==> config.mk <==
export PLATFORM = sky130hd
export DESIGN_NAME = mpl_link
export DESIGN_NICKNAME = d
export VERILOG_FILES = /design/src/mpl_pkg.sv /design/src/mpl_link.sv /design/src/mpl_tx.sv
export SDC_FILE = /design/constraint.sdc
export NUM_CORES = 1
export LEC_CHECK = 0
export ABC_AREA = 1
export CAP_MARGIN = 20
export CORE_MARGIN = 2
export CORE_UTILIZATION = 45
export CTS_CLUSTER_SIZE = 12
export DETAILED_ROUTE_END_ITERATION = 6
export DONT_BUFFER_PORTS = 1
export GPL_ROUTABILITY_DRIVEN = 0
export GPL_TIMING_DRIVEN = 0
export PLACE_DENSITY_LB_ADDON = 0.3
export SLEW_MARGIN = 10
export SYNTH_ARGS = -nofsm -noshare
export SYNTH_HDL_FRONTEND = slang
export SYNTH_SLANG_ARGS = --single-unit
==> constraint.sdc <==
create_clock -name mclk_i -period 5.32 [get_ports mclk_i]
set_clock_uncertainty 0.15 [all_clocks]
set_input_delay 1.064 -clock mclk_i [delete_from_list [all_inputs] [get_ports mclk_i]]
set_output_delay 1.064 -clock mclk_i [all_outputs]
set_load 0.005 [all_outputs]
==> src/mpl_pkg.sv <==
package mpl_pkg;
   // clock rate, long timing figures and the shortest bit period
   localparam int unsigned CLK_MHZ     = 200;
   localparam int unsigned TIMEOUT_US  = 300;
   localparam int unsigned TIMEOUT_CYC = TIMEOUT_US * CLK_MHZ;
   localparam int unsigned TW_US       = 100;
   localparam int unsigned TW_CYC      = TW_US * CLK_MHZ;
   localparam int unsigned TRIG_US     = 20;
   localparam int unsigned TRIG_CYC    = TRIG_US * CLK_MHZ;
   localparam int unsigned PER_MIN     = 4;
   // frame lengths after the two sync bits, and response bit indices from the first sync bit
   localparam logic [5:0]  RD_LEN      = 6'h0e;
   localparam logic [5:0]  WR_LEN      = 6'h2e;
   localparam logic [5:0]  TX_LAST     = 6'h24;
   localparam logic [5:0]  TX_CRC_AT   = 6'h22;
   localparam logic [5:0]  TX_DAT_AT   = 6'h02;
   // field codes
   localparam logic [2:0]  CRC_SEED    = 3'h7;
   localparam logic [1:0]  CS_DEV0     = 2'h1;
   localparam logic [1:0]  CS_DEV1     = 2'h2;
   localparam logic [7:0]  ADDR_ACCESS = 8'h86;
   localparam logic [7:0]  NVM_TOP     = 8'h3f;
   localparam logic [31:0] ACCESS_KEY  = 32'hc2d8e67b;

   // one step of the 3-bit frame check, polynomial x^3 + x + 1
   function automatic logic [2:0] crc_step(input logic [2:0] c, input logic b);
      logic fb;
      fb = c[2] ^ b;
      return {c[1], c[0] ^ fb, fb};
   endfunction : crc_step
endpackage : mpl_pkg

==> src/mpl_link.sv <==
// Functional notes
// - Traffic uses the one output pin, the supply-driven enable gates access, ground reference.
// - A long low then release on the pin alone opens a timed session window.
// - A non-volatile write holds the pin low for the write time, then releases it to rise.
// - The device only answers frames and never starts a transfer.
// - A successful write is acknowledged with a low pulse on the pin.
// - A read is answered with the register word in a read-acknowledge frame.
// - A zero is a rising edge and a one a falling edge in the middle of the bit.
// - Address and data travel most significant bit first.
// - Access code, volatile write, non-volatile write and read are decoded.
// - The exchange works whatever normal output protocol is configured.
// - A command holds sync 00, read/write, chip select, address, write data, check bits.
// - The bit period is measured from the sync bits and reused for the response.
// - The 3-bit check covers all bits but the sync, seeded with all ones, sent last.
// - Chip select 01 is device 0, 10 is device 1, 00 and 11 reach every die.
module mpl_link #(
   parameter int unsigned TIMEOUT_CYC = mpl_pkg::TIMEOUT_CYC,
   parameter int unsigned TW_CYC      = mpl_pkg::TW_CYC,
   parameter int unsigned TRIG_CYC    = mpl_pkg::TRIG_CYC,
   parameter int unsigned CNT_W       = 24
) (
   input  wire logic        mclk_i,
   input  wire logic        sys_rst_i,
   input  wire logic        line_i,
   output logic             pin_o,
   output logic             pin_oe_o,
   input  wire logic        prog_en_i,
   input  wire logic        dev_id_i,
   input  wire logic [31:0] mem_rdata_i,
   output logic             mem_we_o,
   output logic             mem_nvm_o,
   output logic             mem_re_o,
   output logic [7:0]       mem_addr_o,
   output logic [31:0]      mem_wdata_o,
   output logic             comm_mode_o
);
   typedef enum logic [6:0] {
      S_IDLE = 7'h01,
      S_SYNC = 7'h02,
      S_BITS = 7'h04,
      S_EXEC = 7'h08,
      S_READ = 7'h10,
      S_SEND = 7'h20,
      S_ACK  = 7'h40
   } mpl_state_t;

   mpl_state_t       state_q, state_d;
   logic [15:0]      cnt_q, cnt_d, per_q, per_d;
   logic             edge_q, edge_d, smp_q, smp_d, rw_q, rw_d, line_q;
   logic [5:0]       nbits_q, nbits_d;
   logic [45:0]      sh_q, sh_d;
   logic [2:0]       crc_q, crc_d;
   logic [CNT_W-1:0] ack_q, ack_d, win_cnt_q, win_cnt_d, low_q, low_d;
   logic             win_q, win_d, unl_q, unl_d;
   logic             pin_d, oe_d, we_d, nvm_d, re_d, comm_d, go_q, go_d;
   logic [7:0]       addr_d;
   logic [31:0]      wdat_d, rdat_q, rdat_d;
   logic             fall, rise, listen, crc_ok, cs_hit, tx_line, tx_busy;
   logic [1:0]       cs;
   logic [7:0]       addr;
   logic [31:0]      data;
   logic [5:0]       len;
   logic [15:0]      q3;

   // line edges and field views of the received frame
   assign fall   = line_q & ~line_i;
   assign rise   = line_i & ~line_q;
   assign listen = prog_en_i | unl_q | win_q;
   assign len    = rw_q ? mpl_pkg::RD_LEN : mpl_pkg::WR_LEN;
   assign q3     = per_q - {2'b00, per_q[15:2]};
   assign cs     = rw_q ? sh_q[12:11] : sh_q[44:43];
   assign addr   = rw_q ? sh_q[10:3] : sh_q[42:35];
   assign data   = sh_q[34:3];
   assign crc_ok = sh_q[2:0] == crc_q;
   assign cs_hit = cs == 2'h0 || cs == 2'h3 ||
                   cs == (dev_id_i ? mpl_pkg::CS_DEV1 : mpl_pkg::CS_DEV0);

   // session window opened by a long low on the pin
   always_comb
   begin
      low_d     = line_i ? '0 : ((&low_q) ? low_q : low_q + 1'b1);
      win_d     = win_q;
      win_cnt_d = win_cnt_q;
      if (!listen && rise && low_q >= CNT_W'(TRIG_CYC))
      begin
         win_d     = 1'b1;
         win_cnt_d = '0;
      end
      else if (win_q && state_q == S_IDLE)
      begin
         win_cnt_d = win_cnt_q + 1'b1;
         if (win_cnt_q == CNT_W'(TIMEOUT_CYC - 1))
         begin
            win_d = 1'b0;
         end
      end
      else if (state_q == S_EXEC)
      begin
         win_d = 1'b0;
      end
   end

   // frame receiver, command decoder and answer sequencing
   always_comb
   begin
      state_d = state_q;
      cnt_d   = (&cnt_q) ? cnt_q : cnt_q + 16'h1;
      per_d   = per_q;
      edge_d  = edge_q;
      smp_d   = smp_q;
      rw_d    = rw_q;
      nbits_d = nbits_q;
      sh_d    = sh_q;
      crc_d   = crc_q;
      ack_d   = ack_q;
      unl_d   = unl_q;
      we_d    = 1'b0;
      re_d    = 1'b0;
      go_d    = 1'b0;
      nvm_d   = mem_nvm_o;
      addr_d  = mem_addr_o;
      wdat_d  = mem_wdata_o;
      rdat_d  = rdat_q;
      case (state_q)
         S_IDLE:
         begin
            if (listen && fall)
            begin
               cnt_d   = 16'h0;
               edge_d  = 1'b0;
               state_d = S_SYNC;
            end
         end
         S_SYNC:
         begin
            if (&cnt_q)
            begin
               state_d = S_IDLE;
            end
            else if (fall && !edge_q)
            begin
               per_d  = cnt_q + 16'h1;
               edge_d = 1'b1;
               if (cnt_q < 16'(mpl_pkg::PER_MIN - 1))
               begin
                  state_d = S_IDLE;
               end
            end
            else if (rise && edge_q)
            begin
               cnt_d   = 16'h0;
               smp_d   = 1'b0;
               nbits_d = 6'h0;
               crc_d   = mpl_pkg::CRC_SEED;
               state_d = S_BITS;
            end
         end
         S_BITS:
         begin
            if (!smp_q && cnt_q == q3)
            begin
               // first-half level is the bit value
               sh_d    = {sh_q[44:0], line_i};
               nbits_d = nbits_q + 6'h1;
               smp_d   = 1'b1;
               if (nbits_q == 6'h0)
               begin
                  rw_d = line_i;
               end
               if (nbits_q < len - 6'h3)
               begin
                  crc_d = mpl_pkg::crc_step(crc_q, line_i);
               end
            end
            else if (smp_q && line_i != line_q)
            begin
               cnt_d   = 16'h0;
               smp_d   = 1'b0;
               if (nbits_q == len)
               begin
                  state_d = S_EXEC;
               end
            end
            else if (cnt_q >= per_q + per_q)
            begin
               state_d = S_IDLE;
            end
         end
         S_EXEC:
         begin
            state_d = S_IDLE;
            addr_d  = addr;
            if (crc_ok && cs_hit)
            begin
               if (rw_q)
               begin
                  re_d    = 1'b1;
                  state_d = S_READ;
               end
               else if (addr == mpl_pkg::ADDR_ACCESS)
               begin
                  if (data[31:1] == mpl_pkg::ACCESS_KEY[31:1])
                  begin
                     unl_d   = data[0];
                     ack_d   = CNT_W'(per_q) - 1'b1;
                     state_d = S_ACK;
                  end
               end
               else if (unl_q || prog_en_i)
               begin
                  we_d    = 1'b1;
                  wdat_d  = data;
                  nvm_d   = addr <= mpl_pkg::NVM_TOP;
                  ack_d   = (addr <= mpl_pkg::NVM_TOP) ? CNT_W'(TW_CYC - 1) :
                            CNT_W'(per_q) - 1'b1;
                  state_d = S_ACK;
               end
            end
         end
         S_READ:
         begin
            rdat_d  = mem_rdata_i;
            go_d    = 1'b1;
            state_d = S_SEND;
         end
         S_SEND:
         begin
            if (!go_q && !tx_busy)
            begin
               state_d = S_IDLE;
            end
         end
         S_ACK:
         begin
            ack_d = ack_q - 1'b1;
            if (ack_q == '0)
            begin
               state_d = S_IDLE;
            end
         end
         default:
         begin
            state_d = S_IDLE;
         end
      endcase
      // pin driven only while answering; the ack holds it low
      pin_d  = tx_busy ? tx_line : 1'b0;
      oe_d   = tx_busy || state_q == S_ACK;
      comm_d = listen;
   end

   // registers of the link
   always_ff @(posedge mclk_i)
   begin
      if (sys_rst_i)
      begin
         state_q     <= S_IDLE;
         cnt_q       <= 16'h0;
         per_q       <= 16'h0;
         edge_q      <= 1'b0;
         smp_q       <= 1'b0;
         rw_q        <= 1'b0;
         line_q      <= 1'b1;
         nbits_q     <= 6'h0;
         sh_q        <= 46'h0;
         crc_q       <= 3'h0;
         ack_q       <= '0;
         win_cnt_q   <= '0;
         low_q       <= '0;
         win_q       <= 1'b0;
         unl_q       <= 1'b0;
         go_q        <= 1'b0;
         rdat_q      <= 32'h0;
         pin_o       <= 1'b1;
         pin_oe_o    <= 1'b0;
         mem_we_o    <= 1'b0;
         mem_nvm_o   <= 1'b0;
         mem_re_o    <= 1'b0;
         mem_addr_o  <= 8'h0;
         mem_wdata_o <= 32'h0;
         comm_mode_o <= 1'b0;
      end
      else
      begin
         state_q     <= state_d;
         cnt_q       <= cnt_d;
         per_q       <= per_d;
         edge_q      <= edge_d;
         smp_q       <= smp_d;
         rw_q        <= rw_d;
         line_q      <= line_i;
         nbits_q     <= nbits_d;
         sh_q        <= sh_d;
         crc_q       <= crc_d;
         ack_q       <= ack_d;
         win_cnt_q   <= win_cnt_d;
         low_q       <= low_d;
         win_q       <= win_d;
         unl_q       <= unl_d;
         go_q        <= go_d;
         rdat_q      <= rdat_d;
         pin_o       <= pin_d;
         pin_oe_o    <= oe_d;
         mem_we_o    <= we_d;
         mem_nvm_o   <= nvm_d;
         mem_re_o    <= re_d;
         mem_addr_o  <= addr_d;
         mem_wdata_o <= wdat_d;
         comm_mode_o <= comm_d;
      end
   end

   // response serialiser at the measured bit period, counted in half periods
   mpl_tx u_tx (
      .mclk_i    (mclk_i),
      .sys_rst_i (sys_rst_i),
      .start_i   (go_q),
      .data_i    (rdat_q),
      .half_i    (per_q[15:1]),
      .line_o    (tx_line),
      .busy_o    (tx_busy)
   );
endmodule : mpl_link

==> src/mpl_tx.sv <==
module mpl_tx (
   input  wire logic        mclk_i,
   input  wire logic        sys_rst_i,
   input  wire logic        start_i,
   input  wire logic [31:0] data_i,
   input  wire logic [14:0] half_i,
   output logic             line_o,
   output logic             busy_o
);
   logic        busy_q, busy_d;
   logic [33:0] sh_q, sh_d;
   logic [2:0]  crc_q, crc_d;
   logic [5:0]  idx_q, idx_d;
   logic        ph_q, ph_d;
   logic [14:0] cnt_q, cnt_d;
   logic        cur;

   // current bit: sync and data from the shifter, then the check bits
   assign cur    = (idx_q < mpl_pkg::TX_CRC_AT) ? sh_q[33] : crc_q[2];
   // first half carries the bit, second half its inverse
   assign line_o = busy_q ? (cur ^ ph_q) : 1'b1;
   assign busy_o = busy_q;

   // serialiser next state
   always_comb
   begin
      busy_d = busy_q;
      sh_d   = sh_q;
      crc_d  = crc_q;
      idx_d  = idx_q;
      ph_d   = ph_q;
      cnt_d  = cnt_q + 15'h1;
      if (start_i && !busy_q)
      begin
         busy_d = 1'b1;
         sh_d   = {2'b00, data_i};
         crc_d  = mpl_pkg::CRC_SEED;
         idx_d  = 6'h0;
         ph_d   = 1'b0;
         cnt_d  = 15'h0;
      end
      else if (busy_q && cnt_q == half_i - 15'h1)
      begin
         cnt_d = 15'h0;
         ph_d  = ~ph_q;
         if (ph_q)
         begin
            idx_d = idx_q + 6'h1;
            if (idx_q < mpl_pkg::TX_CRC_AT)
            begin
               sh_d = {sh_q[32:0], 1'b0};
               if (idx_q >= mpl_pkg::TX_DAT_AT)
               begin
                  crc_d = mpl_pkg::crc_step(crc_q, cur);
               end
            end
            else
            begin
               crc_d = {crc_q[1:0], 1'b0};
            end
            if (idx_q == mpl_pkg::TX_LAST)
            begin
               busy_d = 1'b0;
            end
         end
      end
      else if (!busy_q)
      begin
         cnt_d = 15'h0;
      end
   end

   // serialiser registers
   always_ff @(posedge mclk_i)
   begin
      if (sys_rst_i)
      begin
         busy_q <= 1'b0;
         sh_q   <= 34'h0;
         crc_q  <= 3'h0;
         idx_q  <= 6'h0;
         ph_q   <= 1'b0;
         cnt_q  <= 15'h0;
      end
      else
      begin
         busy_q <= busy_d;
         sh_q   <= sh_d;
         crc_q  <= crc_d;
         idx_q  <= idx_d;
         ph_q   <= ph_d;
         cnt_q  <= cnt_d;
      end
   end
endmodule : mpl_tx
==> metrics.md <==
| Metric | Value |
|---|---|
| Worst Min Path Start | u_tx.sh_q[33]$_SDFFE_PP0P_ |
| RR Endpoint | sh_q[2]$_SDFFE_PP0P_ |
| Clk_lat worst skew | 0.53 ns |
| Combinational fraction of design power | 0.182 |
| Critical Path Sink Type | flop |
| Root Driver | clkbuf_16 |
| Top cell by count, worst path | nand2_1 |
| Int Power | 4370 uW |
| RSZ-0062 raised after global routing | no |
| Crit path kind | flop to flop |
| Row count | 69 |
| Routed vias | 15,424 |
| CTS tree | yes |
| Synth area leader | dfxtp_1 |
| Final antenna diode count | 0 |
| First-pass GRT wire length | 73.2 mm |
| Worst Setup Start Kind | flop |
| Crit-path cells | inv_1 -> ha_1 -> fa_1 -> inv_1 -> nand2_1 -> nand2_1 -> nand3_1 -> nand2_1 -> nand2_1 -> nand2_1 -> nand2_1 -> nand3_1 -> nand3_1 -> nor2_1 -> nand4_2 -> clkbuf_1 -> o21ai_0 -> nor2_1 |
| Area of the core | 35,700 um2 |
| RR Startpoint | per_q[0]$_SDFFE_PP0P_ |
| Cells on Worst Hold Path | 2 |
| Period utilisation layout | 0.737 |
| Worst reg2reg setup slack | 1.40 ns |
| Max_slew headroom | 0.307 |
| DRC violations left | 0 |
| Most frequent cell after synthesis | nor2_1 |
| Power per cell area | 343 nW/um2 |
| EDFF count, synth | 0 |
| Postcts setup bufs | 0 |
| FF/Latch Area | 6210 um2 |
| Sink of the worst hold path | u_tx.sh_q[33]$_SDFFE_PP0P_ |
| CTS Buffer Depth | 3 |
| Gate Count Post-Synth | 2,333 |
| # IOs | 83 |
| 1st-iter DRT viols | 1,152 |
| Total track usage | 0.235 |
| Run status | finished clean |
| Worst Path Arrival | 4.19 ns |
| Placed wire-length estimate | 33.7 mm |
| Final worst slack | 1.40 ns |
| Tmin final | 3.92 ns |
| Clk pwr share | 0.419 |
| Yosys warning count | 0 |
| Hold-fix buffers at CTS | 0 |
| DR WL/cell | 15.7 um |
| Crit-path max cell delay | 0.50 ns |
| Final Power | 6240 uW |
| Post-Syn Nets | 2,419 |
| Die area | 37,800 um2 |
| Avg Vias per Cell | 5.39 |
| Multi-input logic area | 8780 um2 |
| # fillers | 3,454 |
| Port Buffer Count | 0 |
| Sequential share of power | 0.399 |
| Syn Std Cell Area | 16,300 um2 |
| Worst hold path type | flop to flop |
| Final hold slack | 0.291 ns |
| CTS clock-pin slew for the worst setup and hold paths | 0.06 ns |
| Die Wd | 194 um |
| Max Fclk | 255 MHz |
| Drt pass-1 iters | 7 |
| Share of the synthesized area in the top cell type | 0.380 |
| H-tree levels | 2 |
| DP Worst Slack | 1.53 ns |
| WL final | 44.9 mm |
| Mean Syn Cell Area | 7.00 um2 |
| Largest cells by area after synthesis | dfxtp_1 38%, nor2_1 10%, nand2_1 9.1% |
| Post-CTS Resized | 0 |
| Initial antenna violation count | 0 |
| Post-synth top cells | 452 x nor2_1, 395 x nand2_1, 310 x dfxtp_1 |
| Layout Nets | 2,458 |
| Slowest CP cell | dfxtp_1 |
| Die Y | 194 um |
| TNS Setup | 0 ns |
| Critical Path RT | 5.59 ns |
| Finished Core Util | 0.509 |
| Vias in the first global route | 14,503 |
| Count of final max-slew check failures | 0 |
| Clock Sinks | 310 |
| Leakage power | 0.00786 uW |
| Sw power | 1860 uW |
| Ys flop type | dfxtp_1 |
| Share of post-route cells with drive strength above 1 | 0.0621 |
| Post-DRT Antenna Nets | 0 |
| Maximum VDD drop | 0.221 mV |
| Global route total overflow | 0 |
| Hold Fails Final Rpt | 0 |
| Area growth syn-to-layout | 11.2% |
| R2R cell count | 18 |
| Total CTS buffers | 37 |
| Number of distinct library cells after synthesis | 61 |
| Final setup violation count | 0 |
| Max Cap Violations | 0 |
| Initial Utilization | 0.458 |
| Synth Register Bits | 310 |
| Sequential area share after synthesis | 0.380 |
| Async set or reset register ratio after synthesis | 0 |
| Worst-margin pin slew | 1.03 ns |
| Net Sw Frac | 0.299 |
| Crit Path Max Fanout | 10 |
| Largest net degree at the start of global routing | 13 |
-- through the flow --
step	cells	instance area, um2
floorplan	2333	16300
global placement	2794	16900
detailed placement	2794	16900
CTS	2859	18200
global route	2859	18200
finish	2859	18200
-- layout by cell type (no fill, tap or decap), types with 6 or more instances in the layout --
| cell | synthesis | layout |
|---|---|---|
| nand2_1 | 395 | 395 |
| inv_2 | 15 | 15 |
| xnor2_1 | 13 | 13 |
| o21ai_0 | 197 | 197 |
| a211oi_2 | 7 | 7 |
| nor4_1 | 21 | 21 |
| nand3b_1 | 11 | 11 |
| nor2_2 | 10 | 10 |
| nor3_1 | 37 | 37 |
| a21oi_1 | 130 | 130 |
| nand3_1 | 107 | 107 |
| xor2_1 | 61 | 61 |
| a211oi_1 | 29 | 29 |
| dfxtp_1 | 310 | 310 |
| mux2i_1 | 29 | 29 |
| nor2_1 | 452 | 452 |
| buf_2 | 15 | 15 |
| inv_1 | 242 | 242 |
| or2_2 | 6 | 6 |
| buf_6 | 7 | 7 |
| nand4_1 | 44 | 44 |
| a31oi_1 | 15 | 15 |
| clkbuf_1 | 45 | 54 |
| clkbuf_8 | 0 | 6 |
| nor2_4 | 7 | 7 |
| ha_1 | 48 | 48 |
| nor3b_1 | 7 | 7 |
| clkbuf_16 | 0 | 37 |
-- routing by layer --
metal  vias to the layer above  routed length (um)  part of all wire  GRT usage
met2                       517               20000              0.45      0.377
met1                      7069               20100              0.45      0.313
met5                         -                   0                 0          0
met4                         0                1670             0.037     0.0943
li1                       7725                   -                 -          -
met3                       113                3090             0.069     0.0429
-- worst max-delay path, delay by kind of cell (launching register included) --
kind            cells  cell delay, ns
buf+inv             3            0.60
compound gates      1            0.24
fa+ha+maj           2            0.63
simple gates       12            1.66
flops               1            0.50
-- cell families after synthesis --
kind of cell | share of synthesized area
simple gates | 0.299
compound gates | 0.140
buf+inv | 0.0821
flops | 0.380
xor+xnor | 0.0427
fa+ha+maj | 0.0380
mux | 0.0178
-- state kept, by name, indices dropped and copies added (netlist names), 6 cells and up --
| signal | flops |
|---|---|
| ack_q | 24 |
| cnt_q | 16 |
| low_q | 24 |
| mem_addr_o | 8 |
| mem_wdata_o | 32 |
| nbits_q | 6 |
| per_q | 16 |
| rdat_q | 32 |
| sh_q | 45 |
| state_q | 7 |
| u_tx.cnt_q | 15 |
| u_tx.idx_q | 6 |
| u_tx.sh_q | 34 |
| win_cnt_q | 24 |
-- power by group through the flow --
stage / registers, uW / clock network, uW / logic, uW
finish: 2490 / 2610 / 1130
global route: 2500 / 2750 / 1280
CTS: 2490 / 2670 / 1110
detailed placement: 2540 / 0 / 1100
global placement: 2530 / 0 / 1090
floorplan: 2510 / 0 / 839
-- worst max path at each step --
| stage | startpoint | to | slack, ns | cells after the start |
|---|---|---|---|---|
| floorplan | per_q[0]$_SDFFE_PP0P_ | sh_q[32]$_SDFFE_PP0P_ | 2.58 | 18 |
| global placement | per_q[0]$_SDFFE_PP0P_ | sh_q[32]$_SDFFE_PP0P_ | 1.58 | 15 |
| detailed placement | per_q[0]$_SDFFE_PP0P_ | sh_q[2]$_SDFFE_PP0P_ | 1.53 | 18 |
| CTS | per_q[0]$_SDFFE_PP0P_ | sh_q[2]$_SDFFE_PP0P_ | 1.49 | 18 |
| global route | per_q[0]$_SDFFE_PP0P_ | sh_q[18]$_SDFFE_PP0P_ | 1.16 | 18 |
| finish | per_q[0]$_SDFFE_PP0P_ | sh_q[2]$_SDFFE_PP0P_ | 1.40 | 18 |
-- cell type report --
cell class	instances	share of cell area
plain buffers	76	0.0203
clock buffers	52	0.0574
clock inverters	13	0.0114
inverters	259	0.0535
multi-input cells	1688	0.484
flip-flops and latches	310	0.342
well taps	461	0.0318
(Power assumes the default switching activity.)
